===== src/logic/epm_pkg.sv =====
// Purpose: shared constants and carriers for the receive pattern-match block
// Assumes: AXI4-Lite register bus, 32-bit data, one word per register
// Notes: offsets are byte addresses; fields sit in the low 16 bits, except the full 32-bit mask words and the status sum in bits 31:16
package epm_pkg;
	// register byte offsets
	localparam logic [7:0] OFS_MASK_LOW = 8'h00;
	localparam logic [7:0] OFS_MASK_HIGH = 8'h04;
	localparam logic [7:0] OFS_CHECKSUM = 8'h08;
	localparam logic [7:0] OFS_START = 8'h0C;
	localparam logic [7:0] OFS_FILTER = 8'h10;
	localparam logic [7:0] OFS_STATUS = 8'h14;
	// field positions
	localparam int MODE_LSB = 8;
	localparam int INVERT_BIT = 12;
	localparam int RECEIVE_ENABLE_BIT = 0;
	// reset values
	localparam logic [31:0] RST_MASK = 32'h0000_0000;
	localparam logic [15:0] RST_HALF = 16'h0000;
	localparam logic [3:0] RST_MODE = 4'h0;
	localparam logic [3:0] MODE_OFF = 4'h0;
	// AXI responses
	localparam logic [1:0] RESP_OKAY = 2'h0;
	localparam logic [1:0] RESP_SLVERR = 2'h2;

	// received byte stream from the receive datapath
	typedef struct packed {
		logic valid;
		logic sof;
		logic eof;
		logic [7:0] data;
	} epm_byte_t;

	// per-frame qualifiers from other filters
	typedef struct packed {
		logic station;
		logic unicast;
		logic broadcast;
		logic hash;
		logic wake;
	} epm_qual_t;

	typedef enum logic [1:0] {
		EPM_RESP_OKAY,
		EPM_RESP_ERR
	} epm_resp_kind_t;
endpackage : epm_pkg


===== src/logic/epm_regmem.sv =====
// Purpose: holds the pattern-match setting words
// Assumes: one write and one read port on aclk
// Notes: read data come out of a register
`timescale 1ns/10ps
module epm_regmem (
	// clock and reset
	input wire logic aclk,
	input wire logic aresetn,
	// write port
	input wire logic wr_en,
	input wire logic [1:0] wr_idx,
	input wire logic [31:0] wr_data,
	input wire logic [3:0] wr_strb,
	// read port
	input wire logic [1:0] rd_idx,
	output logic [31:0] rd_data,
	// live contents
	output logic [63:0] mask_bits,
	output logic [15:0] checksum,
	output logic [15:0] start_offset
);
	logic [31:0] word_reg [4];
	logic [31:0] word_next [4];
	logic [31:0] rd_reg;
	logic [31:0] rd_next;

	// byte-lane update; upper halves of the two short words stay zero
	always_comb begin
		for (int i = 0; i < 4; i++) begin
			word_next[i] = word_reg[i];
			if (wr_en && wr_idx == 2'(i)) begin
				for (int b = 0; b < 4; b++) begin
					if (wr_strb[b]) begin
						word_next[i][b*8 +: 8] = wr_data[b*8 +: 8];
					end
				end
			end
		end
		word_next[2][31:16] = 16'h0000;
		word_next[3][31:16] = 16'h0000;
		rd_next = word_reg[rd_idx];
	end

	// storage, cleared at reset
	always_ff @(posedge aclk) begin
		if (!aresetn) begin
			for (int i = 0; i < 4; i++) begin
				word_reg[i] <= epm_pkg::RST_MASK;
			end
			rd_reg <= epm_pkg::RST_MASK;
		end else begin
			for (int i = 0; i < 4; i++) begin
				word_reg[i] <= word_next[i];
			end
			rd_reg <= rd_next;
		end
	end

	assign rd_data = rd_reg;
	assign mask_bits = {word_reg[1], word_reg[0]};
	assign checksum = word_reg[2][15:0];
	assign start_offset = word_reg[3][15:0];
endmodule : epm_regmem


===== src/logic/epm_top.sv =====
// Purpose: receive pattern-match settings with AXI4-Lite access and matcher
// Assumes: received bytes and qualifiers arrive on aclk
// Notes: transmit path has no connection to this block
`timescale 1ns/10ps

module epm_top (
	// clock and reset
	input wire logic aclk,
	input wire logic aresetn,
	// AXI4-Lite write address
	input wire logic [7:0] s_axi_awaddr,
	input wire logic s_axi_awvalid,
	output logic s_axi_awready,
	// AXI4-Lite write data
	input wire logic [31:0] s_axi_wdata,
	input wire logic [3:0] s_axi_wstrb,
	input wire logic s_axi_wvalid,
	output logic s_axi_wready,
	// AXI4-Lite write response
	output logic [1:0] s_axi_bresp,
	output logic s_axi_bvalid,
	input wire logic s_axi_bready,
	// AXI4-Lite read address
	input wire logic [7:0] s_axi_araddr,
	input wire logic s_axi_arvalid,
	output logic s_axi_arready,
	// AXI4-Lite read data
	output logic [31:0] s_axi_rdata,
	output logic [1:0] s_axi_rresp,
	output logic s_axi_rvalid,
	input wire logic s_axi_rready,
	// receive datapath
	input wire epm_pkg::epm_byte_t rx_byte,
	input wire epm_pkg::epm_qual_t rx_qual,
	// match result
	output logic match_done,
	output logic match_ok,
	output logic receive_enable
);
	// write channel state
	logic aw_held_reg, aw_held_next;
	logic w_held_reg, w_held_next;
	logic [7:0] aw_addr_reg, aw_addr_next;
	logic [31:0] w_data_reg, w_data_next;
	logic [3:0] w_strb_reg, w_strb_next;
	logic bvalid_reg, bvalid_next;
	logic [1:0] bresp_reg, bresp_next;
	logic awready_reg, awready_next;
	logic wready_reg, wready_next;
	// read channel state
	logic rpend_reg, rpend_next;
	logic rvalid_reg, rvalid_next;
	logic [1:0] rresp_reg, rresp_next;
	logic [31:0] rdata_reg, rdata_next;
	logic [7:0] ar_addr_reg, ar_addr_next;
	logic arready_reg, arready_next;
	// filter config and control
	logic [3:0] mode_reg, mode_next;
	logic invert_reg, invert_next;
	logic receive_enable_reg, receive_enable_next;
	// matcher state
	logic [15:0] pos_reg, pos_next;
	logic [15:0] sum_reg, sum_next;
	logic done_reg, done_next;
	logic ok_reg, ok_next;
	logic [15:0] last_sum_reg, last_sum_next;
	logic [1:0] mem_rd_idx;
	// memory ports
	logic mem_wr;
	logic [31:0] mem_rdata;
	logic [63:0] mask_bits;
	logic [15:0] checksum;
	logic [15:0] start_offset;
	logic do_write;

	// address classification used by both channels
	function automatic logic in_mem(input logic [7:0] a);
		in_mem = (a[7:4] == 4'h0) && (a[1:0] == 2'h0);
	endfunction : in_mem

	function automatic logic known(input logic [7:0] a);
		known = in_mem(a) || a == epm_pkg::OFS_FILTER || a == epm_pkg::OFS_STATUS;
	endfunction : known

	assign do_write = aw_held_reg && w_held_reg && !bvalid_reg;
	assign mem_wr = do_write && in_mem(aw_addr_reg);

	epm_regmem epm_regmem_inst (
		.aclk(aclk),
		.aresetn(aresetn),
		.wr_en(mem_wr),
		.wr_idx(aw_addr_reg[3:2]),
		.wr_data(w_data_reg),
		.wr_strb(w_strb_reg),
		.rd_idx(mem_rd_idx), // word fetched on the take edge, so data are fresh
		.rd_data(mem_rdata),
		.mask_bits(mask_bits),
		.checksum(checksum),
		.start_offset(start_offset)
	);

	// write path: take address and data in either order, then answer
	always_comb begin
		aw_held_next = aw_held_reg;
		w_held_next = w_held_reg;
		aw_addr_next = aw_addr_reg;
		w_data_next = w_data_reg;
		w_strb_next = w_strb_reg;
		bvalid_next = bvalid_reg;
		bresp_next = bresp_reg;
		mode_next = mode_reg;
		invert_next = invert_reg;
		receive_enable_next = receive_enable_reg;
		if (s_axi_awvalid && !aw_held_reg) begin
			aw_held_next = 1'b1;
			aw_addr_next = s_axi_awaddr;
		end
		if (s_axi_wvalid && !w_held_reg) begin
			w_held_next = 1'b1;
			w_data_next = s_axi_wdata;
			w_strb_next = s_axi_wstrb;
		end
		if (do_write) begin
			aw_held_next = 1'b0;
			w_held_next = 1'b0;
			bvalid_next = 1'b1;
			bresp_next = known(aw_addr_reg) ? epm_pkg::RESP_OKAY : epm_pkg::RESP_SLVERR;
			if (aw_addr_reg == epm_pkg::OFS_FILTER && w_strb_reg[1]) begin
				mode_next = w_data_reg[epm_pkg::MODE_LSB +: 4];
				invert_next = w_data_reg[epm_pkg::INVERT_BIT];
			end
			if (aw_addr_reg == epm_pkg::OFS_STATUS && w_strb_reg[0]) begin
				receive_enable_next = w_data_reg[epm_pkg::RECEIVE_ENABLE_BIT];
			end
		end
		if (bvalid_reg && s_axi_bready) begin
			bvalid_next = 1'b0;
		end
		awready_next = !aw_held_next;
		wready_next = !w_held_next;
	end

	// read path: one cycle to fetch from memory, then present data
	always_comb begin
		rpend_next = rpend_reg;
		rvalid_next = rvalid_reg;
		rresp_next = rresp_reg;
		rdata_next = rdata_reg;
		ar_addr_next = ar_addr_reg;
		mem_rd_idx = ar_addr_reg[3:2];
		if (s_axi_arvalid && !rpend_reg && !rvalid_reg) begin
			rpend_next = 1'b1;
			ar_addr_next = s_axi_araddr;
			mem_rd_idx = s_axi_araddr[3:2];
		end
		if (rpend_reg) begin
			rpend_next = 1'b0;
			rvalid_next = 1'b1;
			rresp_next = known(ar_addr_reg) ? epm_pkg::RESP_OKAY : epm_pkg::RESP_SLVERR;
			rdata_next = 32'h0000_0000;
			if (in_mem(ar_addr_reg)) begin
				rdata_next = mem_rdata;
			end else if (ar_addr_reg == epm_pkg::OFS_FILTER) begin
				rdata_next[epm_pkg::MODE_LSB +: 4] = mode_reg;
				rdata_next[epm_pkg::INVERT_BIT] = invert_reg;
			end else if (ar_addr_reg == epm_pkg::OFS_STATUS) begin
				rdata_next[epm_pkg::RECEIVE_ENABLE_BIT] = receive_enable_reg;
				rdata_next[31:16] = last_sum_reg;
				rdata_next[1] = ok_reg;
			end
		end
		if (rvalid_reg && s_axi_rready) begin
			rvalid_next = 1'b0;
		end
		arready_next = !rpend_next && !rvalid_next;
	end

	// matcher: masked byte sum from the start offset, one frame at a time
	always_comb begin
		logic [15:0] idx;
		logic hit;
		logic qual_ok;
		idx = pos_reg - start_offset;
		hit = 1'b0;
		qual_ok = 1'b0;
		pos_next = pos_reg;
		sum_next = sum_reg;
		done_next = 1'b0;
		ok_next = ok_reg;
		last_sum_next = last_sum_reg;
		if (receive_enable_reg && rx_byte.valid) begin
			if (rx_byte.sof) begin
				pos_next = 16'h0001;
				sum_next = 16'h0000;
				idx = 16'h0000 - start_offset;
			end else begin
				pos_next = pos_reg + 16'h0001;
			end
			hit = ((rx_byte.sof ? 16'h0000 : pos_reg) >= start_offset)
				&& (idx < 16'h0040) && mask_bits[idx[5:0]];
			if (hit) begin
				sum_next = (rx_byte.sof ? 16'h0000 : sum_reg) + {8'h00, rx_byte.data};
			end
			if (rx_byte.eof) begin
				done_next = 1'b1;
				last_sum_next = sum_next;
				case (mode_reg)
					4'h1: qual_ok = 1'b1;
					4'h2, 4'h3: qual_ok = rx_qual.station;
					4'h4, 4'h5: qual_ok = rx_qual.unicast;
					4'h6, 4'h7: qual_ok = rx_qual.broadcast;
					4'h8: qual_ok = rx_qual.hash;
					4'h9: qual_ok = rx_qual.wake;
					default: qual_ok = 1'b0;
				endcase
				ok_next = (mode_reg != epm_pkg::MODE_OFF) && qual_ok
					&& (invert_reg ^ (sum_next == checksum));
			end
		end
	end

	// register all state
	always_ff @(posedge aclk) begin
		if (!aresetn) begin
			aw_held_reg <= 1'b0;
			w_held_reg <= 1'b0;
			aw_addr_reg <= 8'h00;
			w_data_reg <= 32'h0000_0000;
			w_strb_reg <= 4'h0;
			bvalid_reg <= 1'b0;
			bresp_reg <= epm_pkg::RESP_OKAY;
			rpend_reg <= 1'b0;
			rvalid_reg <= 1'b0;
			rresp_reg <= epm_pkg::RESP_OKAY;
			rdata_reg <= 32'h0000_0000;
			ar_addr_reg <= 8'h00;
			awready_reg <= 1'b1;
			wready_reg <= 1'b1;
			arready_reg <= 1'b1;
			mode_reg <= epm_pkg::RST_MODE;
			invert_reg <= 1'b0;
			receive_enable_reg <= 1'b0;
			pos_reg <= epm_pkg::RST_HALF;
			sum_reg <= epm_pkg::RST_HALF;
			done_reg <= 1'b0;
			ok_reg <= 1'b0;
			last_sum_reg <= epm_pkg::RST_HALF;
		end else begin
			aw_held_reg <= aw_held_next;
			w_held_reg <= w_held_next;
			aw_addr_reg <= aw_addr_next;
			w_data_reg <= w_data_next;
			w_strb_reg <= w_strb_next;
			bvalid_reg <= bvalid_next;
			bresp_reg <= bresp_next;
			rpend_reg <= rpend_next;
			rvalid_reg <= rvalid_next;
			rresp_reg <= rresp_next;
			rdata_reg <= rdata_next;
			ar_addr_reg <= ar_addr_next;
			awready_reg <= awready_next;
			wready_reg <= wready_next;
			arready_reg <= arready_next;
			mode_reg <= mode_next;
			invert_reg <= invert_next;
			receive_enable_reg <= receive_enable_next;
			pos_reg <= pos_next;
			sum_reg <= sum_next;
			done_reg <= done_next;
			ok_reg <= ok_next;
			last_sum_reg <= last_sum_next;
		end
	end

	// outputs straight from flip-flops
	assign s_axi_awready = awready_reg;
	assign s_axi_wready = wready_reg;
	assign s_axi_bvalid = bvalid_reg;
	assign s_axi_bresp = bresp_reg;
	assign s_axi_arready = arready_reg;
	assign s_axi_rvalid = rvalid_reg;
	assign s_axi_rresp = rresp_reg;
	assign s_axi_rdata = rdata_reg;
	assign match_done = done_reg;
	assign match_ok = ok_reg;
	assign receive_enable = receive_enable_reg;
endmodule : epm_top


===== config.mk =====
export PLATFORM = sky130hd
export DESIGN_NAME = epm_top
export DESIGN_NICKNAME = d
export VERILOG_FILES = /design/src/logic/epm_pkg.sv /design/src/logic/epm_regmem.sv /design/src/logic/epm_top.sv
export SDC_FILE = /design/constraint.sdc
export NUM_CORES = 1
export LEC_CHECK = 0
export ABC_AREA = 1
export BUFFER_PORTS_ARGS = -buffer_cell sky130_fd_sc_hd__buf_4
export CORE_MARGIN = 2
export CORE_UTILIZATION = 55
export DETAILED_ROUTE_END_ITERATION = 16
export PLACE_DENSITY = 0.75
export SETUP_SLACK_MARGIN = 0.5
export SYNTH_ARGS = -nofsm -noshare
export SYNTH_HDL_FRONTEND = slang
export SYNTH_SLANG_ARGS = --single-unit

===== constraint.sdc =====
create_clock -name aclk -period 3.9 [get_ports aclk]
set_input_delay 0 -clock aclk [delete_from_list [all_inputs] [get_ports aclk]]
set_output_delay 0 -clock aclk [all_outputs]
set_load 0.02 [all_outputs]

* Word level (Yosys, flattened, before mapping) *
Memories as Yosys holds them, arrays and structs flattened. A register that Yosys moved wholly into a read port is not among the register bits.
Index checks and enable logic that the tools add are counted.

storage, ports and cells
  bits in registers = 152
  memory bits (writable) = 128
  input port bits = 75
  output and inout bits = 44
  word-level logic and storage cells = 161
  memories = 1

memory list
  name                      depth  width  read ports  clocked after memory_dff  write ports  line              text
  epm_regmem_inst.word_reg  4      32     5           1                         4            epm_regmem.sv:22  logic [31:0] word_reg [4];

operators by class
  add/subtract/negate cells = 4
  magnitude comparators = 3
  equality and inequality tests = 17
  muxes and demuxes = 56
  bitwise logic cells = 6
  reduce and logical (&&, ||, !) cells = 51

operators by type and width
  kind                                                                   count
  16-bit 2-to-1 mux                                                      12
  32-bit 2-to-1 mux                                                      6
  8-bit 2-to-1 mux                                                       12
  8-bit by 5-bit equality test with 1-bit output, second input constant  4
  1-bit logical AND                                                      23
  16-bit by 1-bit adder with 16-bit output, second input constant        1
  16-bit by 8-bit adder with 16-bit output                               1
  16-bit equality test                                                   1
  4-bit by 3-bit equality test with 1-bit output, second input constant  4
  16-bit greater-or-equal comparator                                     1
  16-bit by 7-bit < comparator with 1-bit output, second input constant  1
  1-bit by 16-bit subtractor with 16-bit output, first input constant    1
  16-bit subtractor                                                      1
  1-bit 2-to-1 mux                                                       14
  2-bit 2-to-1 mux                                                       6
  1-bit zero test                                                        10
  5-bit 2-to-1 mux                                                       2
  4-bit by 2-bit equality test with 1-bit output, second input constant  2
  4-bit equality test, second input constant                             2
  4-bit zero test                                                        2
  2-bit AND reduction                                                    4
  2-bit OR reduction                                                     4
  6-bit by 7-bit < comparator with 1-bit output, second input constant   1
  1-bit binary-select mux with 6-bit select                              1
  other kinds (12)                                                       21

* Longest topological paths before layout *
Gate-level depths: netlist of the first run.
An unclocked memory read counts as a cell.

  depth after elaboration = 12
  mapped depth = 30
  depth with buffers taken out = 28

* By module *
Synthesis of the first run repeated with hierarchy kept, for this count alone.

second synthesis, totals
  cell total of the unflattened synthesis = 2294
  area, all modules = 14574.0 um^2

by module, submodules not included
  module      times used  cells an instance  area an instance (um^2)  seq. area each (um^2)
  epm_top     1           1431               8963.6                   3002.9
  epm_regmem  1           863                5610.4                   2562.5

* Worst setup path before layout of the first run *
No wires, ideal clock.

  path type = input port to flip-flop
  from = in rx_byte[9] (netlist bit)
  to = reg ok_reg (netlist: match_ok)
  library setup time = 131 ps
  arrival = 3240 ps
  data required time = 3769 ps
  path slack = 529 ps
  stages on the path = 26
  path buffers = 4
  cells stage by stage = clkbuf_1 -> buf_1 -> inv_1 -> nand2_1 -> ha_1 -> inv_1 -> fa_1 -> inv_2 -> buf_2 -> nand3_1 -> nand3_1 -> nand3_1 -> nand3_1 -> nand3_2 -> nand3_4 -> nor2_4 -> buf_6 -> nand2_1 -> nand3_1 -> nand2_1 -> nor2_1 -> nand2_1 -> nor2_1 -> nand3_1 -> nand3_2 -> a21oi_2

between the ends
  word-level cells in the longest chain between the ends = 10
  elaborated cells between the ends (all ways) = 16
  those cells by class = 1 x add/sub; 2 x order compare; 1 x eq/ne; 8 x mux; 1 x bitwise; 3 x reduce/logical

RTL lines
  item                                                                                                         line            text
  from (decl)                                                                                                  epm_top.sv:33   input wire epm_pkg::epm_byte_t rx_byte,
  16-bit 2-to-1 mux                                                                                            epm_top.sv:192  if (rx_byte.sof) begin
  16-bit 2-to-1 mux                                                                                            epm_top.sv:191  if (receive_enable_reg && rx_byte.valid) begin
  16-bit by 7-bit < comparator with 1-bit output or 1-bit binary-select mux with 6-bit select (tied branches)  epm_top.sv:200  && (idx < 16'h0040) && mask_bits[idx[5:0]];
  1-bit logical AND or 1-bit 2-to-1 mux (tied branches)                                                        epm_top.sv:200
  1-bit logical AND                                                                                            epm_top.sv:200
  16-bit 2-to-1 mux (*)                                                                                        epm_top.sv:201  if (hit) begin
  16-bit 2-to-1 mux (*)                                                                                        epm_top.sv:191
  16-bit equality test (*)                                                                                     epm_top.sv:217  && (invert_reg ^ (sum_next == checksum));
  1-bit bitwise XOR (*)                                                                                        epm_top.sv:217
  1-bit logical AND (*)                                                                                        epm_top.sv:217
  to (signal assigned)                                                                                         epm_top.sv:270  ok_reg <= ok_next;
  to (decl)                                                                                                    epm_top.sv:65   logic ok_reg, ok_next;

Every way passes the cells marked *; elsewhere a longest branch is shown, timed or not. The select of a mux whose other input is x is not followed.
A chain may end at the register's enable or synchronous reset.

* Worst setup path after layout of the first run *
  from = reg pos_reg[0]
  to = reg ok_reg (netlist: match_ok)

between the ends
  word-level cells in the longest chain between the ends = 11
  elaborated cells between the ends (all ways) = 15
  those cells by class = 1 x add/sub; 2 x order compare; 1 x eq/ne; 7 x mux; 1 x bitwise; 3 x reduce/logical

RTL lines
  item                                                                                                         line            text
  from (decl)                                                                                                  epm_top.sv:62   logic [15:0] pos_reg, pos_next;
  from (signal assigned)                                                                                       epm_top.sv:243  pos_reg <= epm_pkg::RST_HALF;
  from (signal assigned)                                                                                       epm_top.sv:267  pos_reg <= pos_next;
  16-bit subtractor                                                                                            epm_top.sv:183  idx = pos_reg - start_offset;
  16-bit 2-to-1 mux                                                                                            epm_top.sv:192
  16-bit 2-to-1 mux                                                                                            epm_top.sv:191
  16-bit by 7-bit < comparator with 1-bit output or 1-bit binary-select mux with 6-bit select (tied branches)  epm_top.sv:200
  1-bit logical AND or 1-bit 2-to-1 mux (tied branches)                                                        epm_top.sv:200
  1-bit logical AND (*)                                                                                        epm_top.sv:200
  16-bit 2-to-1 mux (*)                                                                                        epm_top.sv:201
  16-bit 2-to-1 mux (*)                                                                                        epm_top.sv:191
  16-bit equality test (*)                                                                                     epm_top.sv:217
  1-bit bitwise XOR (*)                                                                                        epm_top.sv:217
  1-bit logical AND (*)                                                                                        epm_top.sv:217

Marked as above.

==> flow_metrics.tcl, run 1 <==
set metrics [dict create \
    outcome "complete, no violations" \
    skew_ns 0.01571 \
    setup_viol 0 \
    grt_pass1_wl_um 66790 \
    final_cells 2484 \
    clock_sinks 278 \
    fin_crit_sh 0.8952 \
    path_buf_inv 3 \
    gp_congestion 0.9793 \
    postPlaceCellArea_mm2 0.01451 \
    hp-start "rx_byte[0]" \
    p_sw_mw 1.689 \
    path_clk_slew_ns 0.06 \
    synth-xor-area-share 0.01174 \
    synthAdderAreaFrac 0.02627 \
    syn_avg_cell_area_um2 6.875 \
    seq_area_frac_synth 0.4143 \
    synth_warnings 0 \
    globalRouteOverflowTotal 0 \
    drt_first_pass_iters 5 \
    synth_seq_cells 278 \
    drt_wl_total_um 42910 \
    cp-start-kind "register" \
    synth-simple-area-share 0.2149 \
    grt_pass1_vias 12850 \
    syn_area_mm2 0.01343 \
    total_power_mw 6.515 \
    required_ns 4.40 \
    fin_nets 2240 \
    netlist.area_leader.share 0.4143 \
    largest_register_ffs 96 \
    fin_ws_ns 0.4086 \
    clockBufferDepth 3 \
    grt_max_degree 80 \
    critPathTopFamily "simple AND/OR/NAND/NOR gates" \
    drive_gt1_frac 0.1153 \
    antenna_found_initial 0 \
    finalInstanceArea_mm2 0.01661 \
    synthArstFlopShare 0 \
    setup_tns_ns 0 \
    maxCapViolCount 0 \
    drtIter0Drc 1269 \
    path_common_cell "nand2_1" \
    syn_inst 1954 \
    crit_path_end_kind "register" \
    vias_per_cell 5.525 \
    p_leak_nw 7.084 \
    fin_hold_ws_ns 0.02647 \
    cp_max_fo 6 \
    ant_nets 0 \
    holdPathStages 6 \
    final_hold_viol_count 0 \
    drc 0 \
    utilization 0.6869 \
    fmax_mhz 286.4 \
    worstSetupPathType "register to register" \
    ys_types 46 \
    diodes 0 \
    core_mm2 0.02418 \
    dp.cells 2326 \
    min_to "last_sum_reg[0]" \
    synth.area.top_cells "dfxtp_1 (41%), o21ai_0 (11%), a21oi_1 (9.2%), nand2_1 (7.9%), inv_1 (7.1%)" \
    internal_power_mw 4.826 \
    synth-compound-area-share 0.2277 \
    ios 119 \
    cts_tree "yes" \
    place_ws_ns 0.3163 \
    rr_worst_depth 25 \
    power.share.clock 0.431 \
    drv_slew 0 \
    muxShareOfSynthArea 0.0007452 \
    placementRows 57 \
    wl_per_cell_um 17.27 \
    period_needed_ns 3.491 \
    crit_slowest_cell "fa_2" \
    pwr-share-seq 0.466 \
    route.vias.total 13730 \
    cts_max_level 1 \
    hpwl_um 29650 \
    port_buffers 116 \
    synth_top_family_by_area "compound AO/OA/AOI/OAI gates" \
    cts_root_buf "clkbuf_16" \
    slowest_delay_ns 0.69 \
    powerDensity_mw_per_mm2 392.3 \
    cts_buffers 29 \
    synth_edf_count 0 \
    insertion_delay_ns 0.57 \
    dieArea_mm2 0.02569 \
    die_width_um 160.3 \
    initial_core_util 0.5556 \
    rsz0062_at_grt "true" \
    synthFlopType "dfxtp_1" \
    regToRegEndpoint "match_ok" \
    critical_path_arrival_ns 3.99 \
    area_growth_pct 23.62 \
    max_slew_margin 0.2932 \
    synth_top_area_cell "dfxtp_1" \
    vdd_drop_max_uv 317.4 \
    tightest_slew_ns 1.059 \
    p_comb_frac 0.102 \
    sw_frac_of_total 0.2592 \
    grtUsageTotal 0.3235 \
    die_h_um 160.3 \
    ff2ff_setup_slack_ns 0.41 \
    r2r_start "pos_reg[0]" \
    hp-class "input pin to register" \
]
-- Yosys cell counts (2+ instances only) --
cell type  count
a21oi_1      246
clkbuf_1      77
nor4_1         2
nand3_1      129
xor2_1        17
and3_1         2
or2_2          2
o21ai_0      301
inv_1        254
buf_2          7
nor2_2         2
inv_2          3
a211oi_1      10
o21bai_1       9
nand2_2        4
nand3_4        2
buf_4          4
o21a_1         2
buf_1          4
nand3_2        3
nand4_1       12
a21oi_2        2
buf_6          4
nor2_4         2
o21ai_1        2
ha_1          25
nand2_1      282
clkinv_1       5
a31oi_1        2
dfxtp_1      278
nand3b_1       3
o211ai_1       7
nor3_1        16
o21ai_2        3
fa_1           2
nor2_1       219
-- cell families (layout without fill, tap and decap cells) --
| family | Yosys count | in the layout |
|---|---|---|
| xor+xnor | 18 | 18 |
| mux | 1 | 1 |
| other cells | 1 | 2 |
| flops | 278 | 278 |
| fa+ha+maj | 27 | 27 |
| buf+inv | 358 | 563 |
| simple gates | 683 | 683 |
| compound gates | 588 | 588 |
-- worst max path at each step --
stage	from	end	slack, ns	depth (start not counted)
after floorplan	rx_byte[9]	match_ok	0.53	26
after global placement	pos_reg[0]	match_ok	0.39	25
after detailed placement	pos_reg[0]	match_ok	0.32	25
after CTS	pos_reg[0]	match_ok	0.45	26
after global routing	pos_reg[0]	match_ok	0.22	26
final	pos_reg[0]	match_ok	0.41	25
-- layout make-up --
type                    count  area [µm²]
fillers                  2029        7571
multi-input cells        1319        6539
flip-flops and latches    278        5568
repair buffers            246        2128
inverters                 262       985.9
clock buffers              35       768.2
well taps                 324       405.4
clock inverters            18       196.4
repair inverters            2       15.01
-- worst register-to-register path: stages, from the launching register on --
cell and delay (ns):
dfxtp_2 0.33, nand2_2 0.08, ha_4 0.13, inv_2 0.05, fa_2 0.69, clkinvlp_4 0.24
a21oi_2 0.14, o21ai_1 0.07, nand3_1 0.09, nand3_1 0.07, nand3_1 0.10, nand3_2 0.15
nand3_4 0.20, nor2_4 0.07, buf_12 0.13, nand2_1 0.12, nand2_2 0.10, nand2_1 0.09
nand2_1 0.05, nor2_1 0.10, nand2_1 0.07, nor2_2 0.10, nand2_1 0.06, nand2_1 0.07
nand3_2 0.06, a21oi_2 0.10
-- metal layers --
| metal | up-vias | global-route usage | share of wire |
|---|---|---|---|
| met5 | - | 0 | 0 |
| met4 | 0 | 0.1229 | 0.038 |
| met3 | 89 | 0.05117 | 0.075 |
| met2 | 568 | 0.5279 | 0.45 |
| met1 | 6298 | 0.4332 | 0.44 |
| li1 | 6770 | - | - |
-- power groups by stage --
stage          sequential [mW]  combinational (mW)  clock, mW
6_report                  3.04               0.666       2.81
5_1_grt                   3.05               0.728       2.93
4_1_cts                   3.03               0.640       2.80
3_5_place_dp              3.09               0.553          0
3_3_place_gp              3.09               0.544          0
2_1_floorplan             3.09               0.316          0
-- placed cells by master (no fill, tap or decap), types with 8 or more instances in the layout --
cell | netlist | routed
nand2_2 | 4 | 9
dfxtp_1 | 278 | 276
nand2_1 | 282 | 276
dlygate4sd3_1 | 0 | 91
inv_1 | 254 | 253
buf_4 | 4 | 150
nor3_1 | 16 | 16
nor2_1 | 219 | 215
o21ai_1 | 2 | 8
nand4_1 | 12 | 12
clkbuf_16 | 0 | 30
a21oi_1 | 246 | 245
xor2_1 | 17 | 17
clkinv_2 | 0 | 8
ha_1 | 25 | 24
o21bai_1 | 9 | 9
a211oi_1 | 10 | 10
nand3_1 | 129 | 128
o21ai_0 | 301 | 294
-- repair_timing --
item	in CTS	in global routing
hold buffers	91	0
setup buffers	6	5
resized for setup	18	12
gates cloned	2	1
endpoints found under the setup margin	1	2
pin swaps	7	12
endpoints found under the hold margin	97	0
No activity file was read; power rests on OpenSTA's default activity.
==> inputs of run 2 (changes only) <==
- BUFFER_PORTS_ARGS: -buffer_cell sky130_fd_sc_hd__buf_4 -> not set
- DONT_BUFFER_PORTS: not set -> 1
- PLACE_DENSITY: 0.75 -> 0.7
- clock period: 3.9 -> 4.2 ns (I/O delays scaled with it)
==> run 2 against run 1 <==
The flow now finishes with violations (negative hold slack). Non-clock buffer count is 113 lower. Global-route usage is 0.18 points lower. Final cell count is 4.5% lower. First-iteration DRC count is 5.9% higher. Combinational power is 26% lower. Design area is 3.9% lower. Worst setup slack better by 0.22 ns. Largest cell class unchanged.
==> flow_metrics.tcl, run 2 (same netlist as run 1, synthesis figures left out) <==
set metrics [dict create \
    fmax_mhz 279.8 \
    p_leak_nw 6.643 \
    dp.cells 2198 \
    drt_first_pass_iters 5 \
    setup_tns_ns 0 \
    final_common_cell "o21ai_0" \
    grt_pass1_wl_um 65740 \
    fin_crit_sh 0.8511 \
    cts_buffers 29 \
    rsz0062_at_grt "true" \
    skew_ns 0.03275 \
    utilization 0.6604 \
    vias_per_cell 5.628 \
    worstSetupPathType "register to register" \
    violations "negative hold slack" \
    required_ns 4.69 \
    die_h_um 160.3 \
    regToRegEndpoint "match_ok" \
    drv_slew 0 \
    slowest_delay_ns 0.62 \
    drive_gt1_frac 0.08061 \
    grt_pass1_vias 12340 \
    path_clk_slew_ns 0.07 \
    gp_congestion 0.9826 \
    port_buffers 0 \
    startpoint "pos_reg[0]" \
    worstSetupEndpoint "match_ok" \
    period_needed_ns 3.575 \
    setup_viol 0 \
    area_growth_pct 18.85 \
    r2r_start "pos_reg[0]" \
    drc 0 \
    critical_path_arrival_ns 4.07 \
    diodes 0 \
    drt_wl_total_um 43020 \
    wl_per_cell_um 18.14 \
    cp-start-kind "register" \
    hpwl_um 28630 \
    place_ws_ns 0.4000 \
    maxCapViolCount 0 \
    hp-class "input pin to register" \
    critPathTopFamily "simple AND/OR/NAND/NOR gates" \
    ff2ff_setup_slack_ns 0.63 \
    route.vias.total 13350 \
    cts_max_level 1 \
    powerDensity_mw_per_mm2 369.9 \
    antenna_found_initial 0 \
    final_cells 2371 \
    final_hold_viol_count 2 \
    ios 119 \
    placementRows 57 \
    cp.depth 24 \
    crit_chain "nand2_4 -> ha_4 -> inv_4 -> fa_2 -> clkinvlp_4 -> buf_12 -> nand3_1 -> nand3_2 -> nand3_2 -> nand3_2 -> nand3_4 -> nand3_4 -> nor2_4 -> buf_12 -> nand2_2 -> nand3_1 -> nand2_1 -> nor2_2 -> nand2_1 -> nor2_2 -> nand2_1 -> nand2_1 -> nand3_2 -> a21oi_2" \
    layout_common_cells "o21ai_0 (293), dfxtp_1 (276), nand2_1 (266), inv_1 (252), a21oi_1 (244)" \
    fin_nets 2128 \
    fin_hold_ws_ns -0.01324 \
    outcome "complete, but fails checks" \
    ant_nets 0 \
    fin_ws_ns 0.6254 \
    clockBufferDepth 3 \
    grt_max_degree 194 \
    dieArea_mm2 0.02569 \
    cts_root_buf "clkbuf_16" \
    crit_path_end_kind "register" \
    cp_max_fo 8 \
    tightest_slew_ns 1.045 \
    initial_core_util 0.5556 \
    max_slew_margin 0.3022 \
    crit_slowest_cell "fa_2" \
    drtIter0Drc 1344 \
    clock_sinks 278 \
    path_buf_inv 4 \
    core_mm2 0.02418 \
    vdd_drop_max_uv 332.1 \
    largest_register_ffs 96 \
    insertion_delay_ns 0.56 \
    rr_worst_depth 24 \
    cts_tree "yes" \
    die_width_um 160.3 \
    globalRouteOverflowTotal 0 \
    grtUsageTotal 0.3217 \
]
-- run 2: cell count changes in the layout (fill, tap and decap cells not counted), sizes merged --
cell	change
buf	-116
bufinv	-1
clkbuf	+4
clkinv	-3
clkinvlp	-4
dlygate4sd3	+4
inv	+1
nand3	+2
-- run 2: final cells by class --
| class | instances | area (µm²) |
|---|---|---|
| fillers | 2099 | 8212 |
| inverters | 262 | 988.4 |
| well taps | 324 | 405.4 |
| clock inverters | 12 | 122.6 |
| repair inverters | 1 | 7.507 |
| flip-flops and latches | 278 | 5570 |
| repair buffers | 133 | 1309 |
| multi-input cells | 1321 | 6725 |
| clock buffers | 40 | 837.1 |
-- run 2: worst reg2reg max path: cells and delay by family (launching register included) --
kind | cells | cell delay (ns)
AND/OR/NAND/NOR | 17 | 1.76
buffers and inverters | 4 | 0.55
flip-flops | 1 | 0.35
adder cells (fa/ha/maj) | 2 | 0.76
AO/OA/AOI/OAI | 1 | 0.13
-- run 2: worst min-delay path by stage --
stage / startpoint / endpoint / cells past startpoint
after floorplan: s_axi_bready / s_axi_bvalid / 1
after global placement: s_axi_bready / s_axi_bvalid / 1
after detailed placement: s_axi_bready / s_axi_bvalid / 1
after CTS: rx_byte[9] / last_sum_reg[4] / 5
after global routing: rx_byte[9] / last_sum_reg[4] / 5
final: aresetn / sum_reg[14] / 3
-- run 2: timing repair --
item,CTS,global route
resized for setup,13,62
buffers inserted,10,12
setup endpoints to repair,1,1
pin swaps,4,22
endpoints found under the hold margin,249,0
gates cloned,2,1
hold buffers,96,0
-- run 2: report_power, final --
group | leakage, nW | switching, mW | internal [mW]
Clock | 0.474 | 1.05 | 1.51
Combinational | 3.91 | 0.315 | 0.176
Sequential | 2.26 | 0.119 | 2.74
Total | 6.64 | 1.48 | 4.42
-- run 2: layer usage --
metal | routed length, µm | track usage | vias to the layer above
li1 | - | - | 6546
met1 | 18650 | 0.4401 | 6072
met2 | 19190 | 0.5142 | 628
met3 | 3582 | 0.04987 | 99
met4 | 1603 | 0.1229 | 0
met5 | 0 | 0 | -
-- run 2: stage by stage --
stage,cell area [µm²],power [mW]
2_1_floorplan,13440,3.164
3_3_place_gp,13550,3.261
3_5_place_dp,13550,3.268
4_1_cts,15640,5.894
5_1_grt,15970,6.087
6_report,15970,5.905
==> inputs of run 3 (changes only) <==
- CORE_MARGIN: 2 -> 8
- CORE_UTILIZATION: 55 -> 50
- PLACE_DENSITY: 0.7 -> 0.65
==> run 3 against run 2 <==
The run now ends clean. Design area rose by 1.2%. Sequential share of layout area down 0.44 points. First-iteration DRC count is 4.3% lower. Highest routed layer unchanged. Worst setup slack lost 0.038 ns. Combinational power is 1% higher. Via count rose by 0.28%.
==> flow_metrics.tcl, run 3 (same netlist as run 1, synthesis figures left out) <==
set metrics [dict create \
    outcome "complete, no violations" \
    drv_slew 0 \
    grtUsageTotal 0.2624 \
    die_h_um 179.9 \
    path_clk_slew_ns 0.06 \
    cp-start-kind "register" \
    required_ns 4.72 \
    multi_input_area_mm2 0.006620 \
    die_width_um 179.9 \
    seqCellArea_mm2 0.005565 \
    wl_per_cell_um 18.74 \
    final_hold_viol_count 0 \
    largest_register_ffs 96 \
    max_slew_margin 0.2995 \
    ios 119 \
    p_leak_nw 6.710 \
    crit_path_end_kind "register" \
    rr_worst_depth 25 \
    layout_common_cells "o21ai_0 (296), dfxtp_1 (278), nand2_1 (277), inv_1 (253), a21oi_1 (246)" \
    area_growth_pct 20.27 \
    drtIter0Drc 1286 \
    route.vias.total 13380 \
    hpwl_um 30490 \
    utilization 0.6062 \
    maxCapViolCount 0 \
    drt_first_pass_iters 6 \
    grt_pass1_wl_um 69020 \
    cp_max_fo 10 \
    nFillCells 2457 \
    vdd_drop_max_uv 309.3 \
    insertion_delay_ns 0.58 \
    drt_wl_total_um 45050 \
    globalRouteOverflowTotal 0 \
    cts_max_level 1 \
    final_common_cell "o21ai_0" \
    powerDensity_mw_per_mm2 389.7 \
    setup_tns_ns 0 \
    port_buffers 0 \
    clockBufferDepth 3 \
    cts_buffers 30 \
    initial_core_util 0.5040 \
    period_needed_ns 3.612 \
    cts_root_buf "clkbuf_16" \
    tightest_slew_ns 1.050 \
    ant_nets 0 \
    placementRows 60 \
    antenna_found_initial 3 \
    drive_gt1_frac 0.06980 \
    gp_congestion 0.9562 \
    worstSetupPathType "register to register" \
    core_mm2 0.02665 \
    fmax_mhz 276.8 \
    skew_ns 0.01078 \
    hp-class "input pin to register" \
    grt_pass1_vias 12080 \
    fin_crit_sh 0.8601 \
    dieArea_mm2 0.03237 \
    grt_max_degree 183 \
    diodes 0 \
    holdPathStages 5 \
    critical_path_arrival_ns 4.13 \
    setup_viol 0 \
    vias_per_cell 5.567 \
    fin_nets 2141 \
    drc 0 \
    cts_tree "yes" \
    rsz0062_at_grt "true" \
    clock_sinks 278 \
]
-- run 3: cell count changes in the layout (fill, tap and decap cells not counted), moves of 3 or more --
cell,change
o21ai_0,+3
buf_4,+4
clkbuf_8,+3
dlygate4sd3_1,+10
bufinv_16,+3
nand2_4,-3
nand3_1,+8
nand2_2,-8
nand3_2,-9
nand2_1,+11
-- run 3: worst max-delay path, cell delays in order (launching register included) --
cell,delay [ns]
dfxtp_1,0.33
nand2_2,0.08
ha_2,0.17
inv_2,0.05
fa_2,0.68
inv_8,0.09
buf_6,0.16
nand3_1,0.10
nand3_1,0.13
nand3_1,0.11
nand3_1,0.12
nand3_4,0.16
nand2_1,0.10
nor2_4,0.21
nand2_4,0.11
nand2_1,0.10
nand2_1,0.10
nand2_1,0.07
nand2_1,0.04
nor2_1,0.08
nand2_1,0.08
nor2_2,0.13
nand2_1,0.07
nand2_1,0.06
nand3_2,0.06
a21oi_2,0.11
-- run 3: layout make-up --
type	count	area share
Clock buffer	43	0.05568
Tap cell	341	0.02641
Clock inverter	13	0.01394
Timing Repair Buffer	146	0.08837
Inverter	262	0.06134
Multi-Input combinational cell	1321	0.4098
Sequential cell	278	0.3445
-- run 3: power by group --
part | switching, mW | internal [mW]
combinational | 0.314 | 0.182
clock | 1.14 | 1.80
sequential | 0.121 | 2.74
total | 1.57 | 4.72
-- run 3: final timing paths --
kind / start / endpoint / slack, ns
worst max-delay path: pos_reg[0] / match_ok / 0.59
worst min-delay path: rx_byte[9] / last_sum_reg[4] / 0.04
worst max register to register: pos_reg[0] / match_ok / 0.59
worst min register to register: epm_regmem_inst.rd_data[13] / s_axi_rdata[13] / 0.45
-- run 3: what timing repair did --
item	in CTS	in global routing
pin swaps	1	11
resized for setup	2	40
buffers inserted	3	20
endpoints found under the hold margin	233	0
hold buffers	106	0
setup endpoints to repair	1	2
cloned	0	3
-- run 3: through the flow --
| step | hold slack, ns | worst slack [ns] | power, mW | std cells | area (µm²) |
|---|---|---|---|---|---|
| floorplan | 0.09908 | 0.8294 | 3.164 | 1955 | 13440 |
| global placement | 0.1021 | 0.4344 | 3.266 | 2216 | 13580 |
| detailed placement | 0.1030 | 0.3935 | 3.273 | 2216 | 13580 |
| CTS | 0.002598 | 0.5803 | 6.299 | 2381 | 15820 |
| global route | 0.02954 | 0.4066 | 6.486 | 2404 | 16160 |
| finish | 0.04135 | 0.5877 | 6.296 | 2404 | 16160 |
-- run 3: per-layer routing --
layer,vias to the layer above,GRT usage,part of all wire
met5,-,0,0
met4,0,0.08303,0.029
met3,78,0.03609,0.075
met2,538,0.4112,0.44
met1,6183,0.3678,0.46
li1,6583,-,-
